**config.mk**
```make
export PLATFORM = sky130hd
export DESIGN_NAME = ccam_core
export DESIGN_NICKNAME = d
export VERILOG_FILES = /design/src/rtl/ccam_pkg.sv /design/src/rtl/ccam_core.sv
export SDC_FILE = /design/constraint.sdc
export NUM_CORES = 1
export LEC_CHECK = 0
export BUFFER_PORTS_ARGS = -buffer_cell sky130_fd_sc_hd__buf_4
export CORE_ASPECT_RATIO = 1.4
export CORE_UTILIZATION = 51
export CTS_CLUSTER_DIAMETER = 60
export DETAILED_ROUTE_END_ITERATION = 8
export GPL_ROUTABILITY_DRIVEN = 0
export PLACE_DENSITY = 0.77
export SYNTH_ARGS = -nofsm -noshare
export SYNTH_HDL_FRONTEND = slang
export SYNTH_SLANG_ARGS = --single-unit
```
**constraint.sdc**
```tcl
create_clock -name clk -period 5.3 [get_ports clk]
set_input_delay 1.325 -clock clk [delete_from_list [all_inputs] [get_ports clk]]
set_output_delay 1.325 -clock clk [all_outputs]
set_load 0.01 [all_outputs]
```
**src/rtl/ccam_pkg.sv**
```systemverilog
// Constants and carrier types for the accumulator motion and call interpreter
package ccam_pkg;
   // ----------------------------------------------------------------
   // Opcodes
   // ----------------------------------------------------------------
   localparam logic [7:0] OP_COND_CALL = 8'h15;
   localparam logic [7:0] OP_DEC_JUMP = 8'h31;
   localparam logic [7:0] OP_MOVE_ACC = 8'h2e;
   localparam logic [7:0] OP_ROT_L_ACC = 8'h32;
   localparam logic [7:0] OP_ROT_R_ACC = 8'h33;
   localparam logic [7:0] OP_SUB_RETURN = 8'hf0;
   localparam logic [7:0] OP_MOTOR_STOP = 8'hf1;
   localparam logic [7:0] OP_ROT_L = 8'hf2;
   localparam logic [7:0] OP_ROT_R = 8'hf3;
   // ----------------------------------------------------------------
   // Type field codes
   // ----------------------------------------------------------------
   localparam logic [7:0] MOVE_ABS = 8'h00;
   localparam logic [7:0] MOVE_REL = 8'h01;
   localparam logic [7:0] MOVE_STORED_COORDINATE_TARGET = 8'h02;
   localparam logic [7:0] COND_ZE = 8'h00;
   localparam logic [7:0] COND_NZ = 8'h01;
   localparam logic [7:0] COND_EQ = 8'h02;
   localparam logic [7:0] COND_NE = 8'h03;
   localparam logic [7:0] COND_GT = 8'h04;
   localparam logic [7:0] COND_GE = 8'h05;
   localparam logic [7:0] COND_LT = 8'h06;
   localparam logic [7:0] COND_LE = 8'h07;
   localparam logic [7:0] COND_ETO = 8'h08;
   localparam logic [7:0] COND_EAL = 8'h09;
   localparam logic [7:0] COND_EDV = 8'h0a;
   localparam logic [7:0] COND_EPO = 8'h0b;
   // ----------------------------------------------------------------
   // Stack, frame, reply
   // ----------------------------------------------------------------
   localparam logic [3:0] STACK_DEPTH = 4'h8;
   localparam logic [3:0] FRAME_LAST = 4'h8;
   localparam logic [7:0] STATUS_OK = 8'h64;
   localparam logic [7:0] STATUS_REFUSED = 8'h02;
   // ----------------------------------------------------------------
   // Register map (byte addresses) and fields
   // ----------------------------------------------------------------
   localparam logic [4:0] REG_CTRL = 5'h00;
   localparam logic [4:0] REG_STATUS = 5'h04;
   localparam logic [4:0] REG_PC = 5'h08;
   localparam logic [4:0] REG_TARGET_POS = 5'h0c;
   localparam logic [4:0] REG_TARGET_VEL = 5'h10;
   localparam int CTRL_STANDALONE = 0;
   localparam logic [31:0] CTRL_RESET = 32'h0000_0000;

   typedef struct packed {
      logic [7:0] op;
      logic [7:0] typ;
      logic [7:0] bank;
      logic [31:0] value;
   } ccam_cmd_t;

   typedef struct packed {
      logic zero;
      logic eq;
      logic gt;
      logic lt;
   } ccam_cmpf_t;

   typedef struct packed {
      logic timeout;
      logic ext_alarm;
      logic deviation;
      logic position;
   } ccam_errf_t;

   typedef struct packed {
      logic [7:0] status;
      logic [7:0] op;
      logic [31:0] value;
   } ccam_reply_t;
endpackage

```
**src/rtl/ccam_core.sv**
```systemverilog
// Command interpreter slice: conditional call stack, accumulator move and rotate
// Operation
// - Call taken: push program counter plus one, then load counter from value field.
// - Call not taken: stack untouched, continue with next command.
// - Return stack holds at most eight entries.
// - Call with full stack is ignored: no push, no jump.
// - Call opcode 21; types 0-7 test comparison result flags.
// - Call types 8-11 test timeout, alarm, deviation, position error flags.
// - Conditional call only for stored programs, not direct mode.
// - Accumulator move copies accumulator into target position.
// - Move does not block; reply at once, commands keep flowing.
// - Move opcode 46: absolute, relative, stored coordinate indexed by bank.
// - Relative move adds accumulator to actual position.
// - Position arithmetic wraps at 32 bits; shorter wrapped way taken.
// - Stop or either rotate command aborts a positioning move.
// - Ramp settings come from axis parameters, never from the frame.
// - Rotate left selects velocity mode, then accumulator to target velocity.
// - Rotate left decreases position; accumulator is microsteps per second.
// - Rotate left opcode 50; type, bank and value ignored.
// - Accepted move or rotate in direct mode replies status 100.
// - Decrement-jump decrements user variable, jumps when result nonzero.
`timescale 1ns/1ps
module ccam_core (
   // Clock, reset, enable
   input wire logic clk,
   input wire logic rst,
   input wire logic ce,
   // Avalon-MM slave
   input wire logic [4:0] avs_address,
   input wire logic avs_read,
   input wire logic avs_write,
   input wire logic [31:0] avs_writedata,
   output logic [31:0] avs_readdata,
   output logic avs_waitrequest,
   // Frame byte stream
   input wire logic frame_valid,
   input wire logic [7:0] frame_byte,
   output logic frame_ready,
   // Program counter and reply
   output logic [31:0] pc,
   output logic reply_valid,
   output ccam_pkg::ccam_reply_t reply,
   // Interpreter state
   input wire logic signed [31:0] accum,
   input wire ccam_pkg::ccam_cmpf_t cmp_flags,
   input wire ccam_pkg::ccam_errf_t err_flags,
   input wire logic signed [31:0] actual_pos,
   // User variables and coordinates
   output logic [7:0] var_idx,
   input wire logic [31:0] var_rd,
   output logic var_wr_en,
   output logic [31:0] var_wr_data,
   output logic [7:0] stored_coordinate_target_idx,
   input wire logic signed [31:0] stored_coordinate_target_rd,
   // Axis parameters
   output logic signed [31:0] target_pos,
   output logic signed [31:0] target_vel,
   output logic vel_mode,
   output logic vel_dir_left,
   output logic move_active,
   output logic move_start,
   output logic move_dir_down
);

   // ----------------------------------------------------------------
   // Frame assembly
   // ----------------------------------------------------------------
   logic [3:0] byte_cnt;
   logic [7:0] f_op, f_typ, f_bank;
   logic [31:0] f_value;
   logic take;

   assign frame_ready = ce;

   always_ff @(posedge clk) begin
      if (rst) begin
         byte_cnt <= 4'h0;
         f_op <= 8'h00;
         f_typ <= 8'h00;
         f_bank <= 8'h00;
         f_value <= 32'h0000_0000;
         take <= 1'b0;
      end else if (ce) begin
         take <= 1'b0;
         if (frame_valid) begin
            // Target address byte is accepted but not matched here
            unique case (byte_cnt)
               4'h1: f_op <= frame_byte;
               4'h2: f_typ <= frame_byte;
               4'h3: f_bank <= frame_byte;
               4'h4, 4'h5, 4'h6, 4'h7: f_value <= {f_value[23:0], frame_byte};
               default: ;
            endcase
            if (byte_cnt == ccam_pkg::FRAME_LAST) begin
               // Checksum byte closes the frame; checking it lives upstream
               byte_cnt <= 4'h0;
               take <= 1'b1;
            end else begin
               byte_cnt <= byte_cnt + 4'h1;
            end
         end
      end
   end

   // ----------------------------------------------------------------
   // Control register and decode
   // ----------------------------------------------------------------
   logic [31:0] ctrl;
   logic standalone;
   logic bus_ack, bus_wr, wr_pc;
   logic is_call, is_ret, is_dj, is_mv, is_rl, is_rr, is_abort;
   logic cond_hold, call_jump, ret_pop, dj_nz, mv_ok;
   logic [3:0] depth;
   logic [31:0] stack [0:7];
   logic [31:0] pc_ret;
   logic signed [31:0] next_target;

   assign standalone = ctrl[ccam_pkg::CTRL_STANDALONE];
   assign is_call = take && f_op == ccam_pkg::OP_COND_CALL;
   assign is_ret = take && f_op == ccam_pkg::OP_SUB_RETURN;
   assign is_dj = take && f_op == ccam_pkg::OP_DEC_JUMP;
   assign is_mv = take && f_op == ccam_pkg::OP_MOVE_ACC;
   assign is_rl = take && f_op == ccam_pkg::OP_ROT_L_ACC;
   assign is_rr = take && f_op == ccam_pkg::OP_ROT_R_ACC;
   assign is_abort = take && (f_op == ccam_pkg::OP_MOTOR_STOP || f_op == ccam_pkg::OP_ROT_L ||
                              f_op == ccam_pkg::OP_ROT_R || is_rl || is_rr);

   function automatic logic cond_met(input logic [7:0] t, input ccam_pkg::ccam_cmpf_t c,
                                     input ccam_pkg::ccam_errf_t e);
      case (t)
         ccam_pkg::COND_ZE: cond_met = c.zero;
         ccam_pkg::COND_NZ: cond_met = !c.zero;
         ccam_pkg::COND_EQ: cond_met = c.eq;
         ccam_pkg::COND_NE: cond_met = !c.eq;
         ccam_pkg::COND_GT: cond_met = c.gt;
         ccam_pkg::COND_GE: cond_met = c.gt || c.eq;
         ccam_pkg::COND_LT: cond_met = c.lt;
         ccam_pkg::COND_LE: cond_met = c.lt || c.eq;
         ccam_pkg::COND_ETO: cond_met = e.timeout;
         ccam_pkg::COND_EAL: cond_met = e.ext_alarm;
         ccam_pkg::COND_EDV: cond_met = e.deviation;
         ccam_pkg::COND_EPO: cond_met = e.position;
         default: cond_met = 1'b0;
      endcase
   endfunction

   assign cond_hold = cond_met(f_typ, cmp_flags, err_flags);
   // Direct mode never calls: the stack belongs to the stored program
   assign call_jump = is_call && standalone && cond_hold && depth < ccam_pkg::STACK_DEPTH;
   assign ret_pop = is_ret && standalone && depth != 4'h0;
   assign pc_ret = pc + 32'h0000_0001;

   assign var_idx = f_typ;
   assign var_wr_en = is_dj;
   assign var_wr_data = var_rd - 32'h0000_0001;
   assign dj_nz = var_wr_data != 32'h0000_0000;

   // ----------------------------------------------------------------
   // Program counter and return stack
   // ----------------------------------------------------------------
   always_ff @(posedge clk) begin
      if (rst) begin
         pc <= 32'h0000_0000;
      end else if (ce) begin
         if (wr_pc) begin
            pc <= avs_writedata;
         end else if (take && standalone) begin
            if (call_jump || (is_dj && dj_nz)) begin
               pc <= f_value;
            end else if (ret_pop) begin
               pc <= stack[3'(depth - 4'h1)];
            end else begin
               pc <= pc_ret;
            end
         end
      end
   end

   always_ff @(posedge clk) begin
      if (rst) begin
         depth <= 4'h0;
      end else if (ce) begin
         if (call_jump) begin
            stack[depth[2:0]] <= pc_ret;
            depth <= depth + 4'h1;
         end else if (ret_pop) begin
            depth <= depth - 4'h1;
         end
      end
   end

   // ----------------------------------------------------------------
   // Axis parameters
   // ----------------------------------------------------------------
   assign stored_coordinate_target_idx = f_bank;
   assign mv_ok = f_typ == ccam_pkg::MOVE_ABS || f_typ == ccam_pkg::MOVE_REL ||
                  f_typ == ccam_pkg::MOVE_STORED_COORDINATE_TARGET;

   always_comb begin
      next_target = accum;
      if (f_typ == ccam_pkg::MOVE_REL) begin
         next_target = actual_pos + accum;
      end else if (f_typ == ccam_pkg::MOVE_STORED_COORDINATE_TARGET) begin
         next_target = stored_coordinate_target_rd;
      end
   end

   // Only the target is written; ramp limits stay as software left them
   always_ff @(posedge clk) begin
      if (rst) begin
         target_pos <= 32'sh0000_0000;
         move_active <= 1'b0;
         move_start <= 1'b0;
         move_dir_down <= 1'b0;
      end else if (ce) begin
         move_start <= 1'b0;
         if (is_mv && mv_ok) begin
            target_pos <= next_target;
            move_active <= 1'b1;
            move_start <= 1'b1;
            // Sign of the wrapped difference picks the shorter way round
            move_dir_down <= 1'((next_target - actual_pos) >>> 31);
         end else if (is_abort) begin
            move_active <= 1'b0;
         end else if (move_active && actual_pos == target_pos) begin
            move_active <= 1'b0;
         end
      end
   end

   always_ff @(posedge clk) begin
      if (rst) begin
         target_vel <= 32'sh0000_0000;
         vel_mode <= 1'b0;
         vel_dir_left <= 1'b0;
      end else if (ce) begin
         if (is_rl || is_rr) begin
            vel_mode <= 1'b1;
            target_vel <= accum;
            vel_dir_left <= is_rl;
         end else if (is_mv && mv_ok) begin
            vel_mode <= 1'b0;
         end
      end
   end

   // ----------------------------------------------------------------
   // Reply in direct mode
   // ----------------------------------------------------------------
   always_ff @(posedge clk) begin
      if (rst) begin
         reply_valid <= 1'b0;
         reply <= '0;
      end else if (ce) begin
         reply_valid <= take && !standalone;
         if (take) begin
            reply.op <= f_op;
            reply.value <= 32'h0000_0000;
            reply.status <= (is_call || (is_mv && !mv_ok)) ? ccam_pkg::STATUS_REFUSED
                                                           : ccam_pkg::STATUS_OK;
         end
      end
   end

   // ----------------------------------------------------------------
   // Avalon-MM slave, one wait state
   // ----------------------------------------------------------------
   assign avs_waitrequest = (avs_read || avs_write) && !bus_ack;
   assign bus_wr = avs_write && bus_ack && ce;
   assign wr_pc = bus_wr && avs_address == ccam_pkg::REG_PC;

   always_ff @(posedge clk) begin
      if (rst) begin
         bus_ack <= 1'b0;
         avs_readdata <= 32'h0000_0000;
      end else if (ce) begin
         bus_ack <= (avs_read || avs_write) && !bus_ack;
         if (avs_read && !bus_ack) begin
            unique case (avs_address)
               ccam_pkg::REG_CTRL: avs_readdata <= ctrl;
               ccam_pkg::REG_STATUS: avs_readdata <= {26'h0, move_active, vel_mode, depth};
               ccam_pkg::REG_PC: avs_readdata <= pc;
               ccam_pkg::REG_TARGET_POS: avs_readdata <= target_pos;
               ccam_pkg::REG_TARGET_VEL: avs_readdata <= target_vel;
               default: avs_readdata <= 32'h0000_0000;
            endcase
         end
      end
   end

   always_ff @(posedge clk) begin
      if (rst) begin
         ctrl <= ccam_pkg::CTRL_RESET;
      end else if (bus_wr && avs_address == ccam_pkg::REG_CTRL) begin
         ctrl <= {31'h0, avs_writedata[ccam_pkg::CTRL_STANDALONE]};
      end
   end
endmodule

```
==> impl_metrics.ini <==
[floorplan]
floorplan.die.height_microns = 257.9
start_util_pct = 51.78
floorplan.io_pins = 420
die_area_sq_um = 47670
floorplan.rows = 93
fp.dieW_microns = 184.8
core_region_area_sq_um = 46080

[sta]
clock-skew-final_ns = 0.01481
final_setup_violation_count = 0
slew_violations = 0
slew-limit-headroom_pct = 17.88
setup_tns_final_ns = 0
worstMarginPinSlew_ns = 1.229
post-route-min-period_ns = 5.151
layout_worst_path_cycle_share_pct = 97.18
worst_hold_slack_ns = 0.4635
hold_viol_final = 0
fmax_mhz = 194.1

[drt]
post_drt_wl_per_cell_microns = 23.87
route.final.wire_length_mm = 79.69
routed_via_density = 6.210
drtPass1Iterations = 9
route.vias.total = 20730
detail_route.iter0.violations = 2467
drc = 0
drt.antenna.violating_nets = 0

[synth]
post_synth_num_cell_types = 74
fraction_of_the_yosys_area_taken_by_sequential_cells_pct = 49.92
avgSynthCellArea_sq_um = 10.39
yosysTopAreaCellShare_pct = 32.22
share_of_synthesized_registers_carrying_an_async_set_or_reset_pct = 0
fraction_of_the_mapped_netlist_area_in_compound_gates_pct = 12.67
synth_top_cell_by_area = edfxtp_1
yosys.area_share.xor_xnor_pct = 4.184
yosys.area_share.adder_pct = 3.754
synth_edf_count = 256
syn-instance-count = 2296
synthFlopType = edfxtp_1
synth_top_cells_by_area = edfxtp_1 (32%), dfxtp_1 (18%), mux4_2 (6.1%)
yosys_warnings = 0
multiplexer_share_of_the_synthesized_area_pct = 10.29
dominant_combinational_cell_family_by_area_after_synthesis = simple AND/OR/NAND/NOR gates
synth.ff_latch_count = 467
synth_area_sq_um = 23860
synthSimpleGateAreaFrac_pct = 14.70

[power_and_ir_drop]
irDropWorstVdd_mv = 0.2581
design_power_total_mw = 7.799
power.leakage_nw = 11.06
power_per_cell_area_nw_per_um2 = 266.6

[global_routing]
grt_antenna_before_repair = 2
grt_pass1_vias = 20470
gr-total-overflow = 0
grt_util_all_layers_pct = 32.90
grt_max_degree = 87
grt_first_pass_wirelength_mm = 118.3

[placed_design]
placed_cells_incl_taps = 3251
detailedPlacementHpwl_mm = 56.96
placement.io_buffers = 383
detailed_place.area_sq_um = 27680

[hold_path]
hold_path.class = flop to flop
hold_path_startpoint = stored_coordinate_target_idx[3]

[setup_path]
critical_path.endpoint_type = flop
critical_path_arrival_ns = 5.65
worst-setup-path-type = input pin to flop
r2r-start = var_idx[4]
worstSetupStartpoint = accum[0]
critPathRequiredTime_ns = 5.80
cp-start-kind = input pin
worstPathMaxFanout = 3

[clock_tree]
cts_buffer_depth = 3
worst_skew_pair.late_latency_ns = 0.57
tritoncts_num_sinks = 467
post_cts_hold_fix_bufs = 0
cts_buffers = 45
clk_pin_slew_worst_paths_ns = 0.06
cts_tree = done
cts-htree-levels = 2
ctsRootBufferMaster = clkbuf_16

[cells_and_area]
drive_gt1_share_pct = 25.08
layout_area_growth_over_synthesis_pct = 22.59
final_design_area_no_fill_sq_um = 29250
finish.cell_count_without_fillers = 3338
layout.nets = 2941

[status]
run_status = finished, final reports clean

[run]
max_cap_viol_count = 0
-- final timing paths --
check	to	slack (ns)	cells after the start
min	stored_coordinate_target_idx[3]	0.46	2
max	move_dir_down	0.15	20
min reg2reg	stored_coordinate_target_idx[3]	0.46	2
max reg2reg	move_dir_down	0.59	15
-- metrics by stage --
stage                     utilization [%]  setup WS, ns
after CTS                           63.39        0.1628
after global routing                63.47      -0.01279
after detailed placement            60.06       -0.3386
after floorplan                         -      -0.06336
after global placement              60.06       -0.2333
final                               63.48        0.1493
-- cell families after synthesis --
logic type | after synthesis
AOI/OAI and AO/OA | 490
xor gates and xnor gates | 114
adders and majority gates | 71
buffers and inverters | 238
DFF | 467
muxes | 162
other | 1
and+or+nand+nor | 753
-- cell type report --
type                    instances  area [sq um]
clock buffers                  63          1286
fillers                      3662         16830
diodes                          2         5.005
flip-flops and latches        467         11920
repair buffers                484          3650
clock inverters                20         247.7
multi-input cells            1626         11150
inverters                      59         221.5
well taps                     617         772.0
-- timing repair --
item,4_1_cts,5_1_grt
endpoints found under the setup margin,0,1
resized for setup,0,4
setup buffers,0,2
-- cell usage after synthesis, drive strengths merged, types with 25 or more instances --
cell      n
a21oi   248
a222oi   32
buf      56
clkbuf  123
dfxtp   211
edfxtp  256
ha       70
inv      59
mux2i    81
mux4     65
nand2   306
nand3    68
nand4    25
nor2    172
nor3     32
nor4     31
o21ai    58
xnor2    76
xor2     38
-- metal layers --
layer	part of all wire, %	track usage, %	wire length, microns
met5	0.018	0	14
met4	6.8	20.36	5409
met3	9.8	6.501	7783
met2	49	56.13	39210
met1	34	37.71	27280
-- cells in the final DEF (no fill, tap or decap), types with 6 or more instances in the layout --
cell type    n
buf_4      482
nand2_1    306
edfxtp_1   256
a21oi_1    246
dfxtp_1    210
nor2_1     169
mux2i_1     81
xnor2_1     76
ha_1        69
nand3_1     68
mux4_2      65
inv_1       59
o21ai_0     56
clkbuf_16   47
xor2_1      37
conb_1      36
a222oi_1    32
nor4_1      28
nor3_1      26
nand4_1     24
and3_1      23
a21o_1      22
a22oi_1     17
o22ai_1     17
mux2_2      16
a31oi_1     15
or3_1       13
o211ai_1    13
nand2b_1    12
clkbuf_1    11
or4_1       10
o21bai_1    10
o31ai_1     10
and2_1      10
or2_2        9
o21a_1       9
nand3b_1     9
and4_1       8
nor3_2       6
-- worst max-delay path: stages --
cell and delay (ns):
buf_4 0.11, ha_1 0.20, buf_4 0.14, a211oi_1 0.36, o211ai_1 0.21, a221o_1 0.43
nor3b_1 0.17, buf_4 0.16, o211a_1 0.23, or3_1 0.31, a31o_2 0.27, ha_1 0.26
and4_1 0.22, a21oi_1 0.15, o211a_1 0.27, mux2i_1 0.24, o311ai_2 0.14, nor3_1 0.22
nand4_1 0.13, nand3_1 0.12
-- report_power, final --
part / internal (mW) / switching, mW / leakage (nW)
Sequential: 3.78 / 0.00487 / 3.75
Clock: 1.91 / 1.43 / 0.742
Combinational: 0.301 / 0.372 / 6.57
-- registers in the layout, summed over array words and instances (netlist names), 8 cells and up --
signal	flops
stack	256
avs_readdata	32
target_pos	32
target_vel	32
stored_coordinate_target_idx	8
f_op	8
f_value	32
pc	32
var_idx	8
reply	10
(Power assumes the default switching activity.)
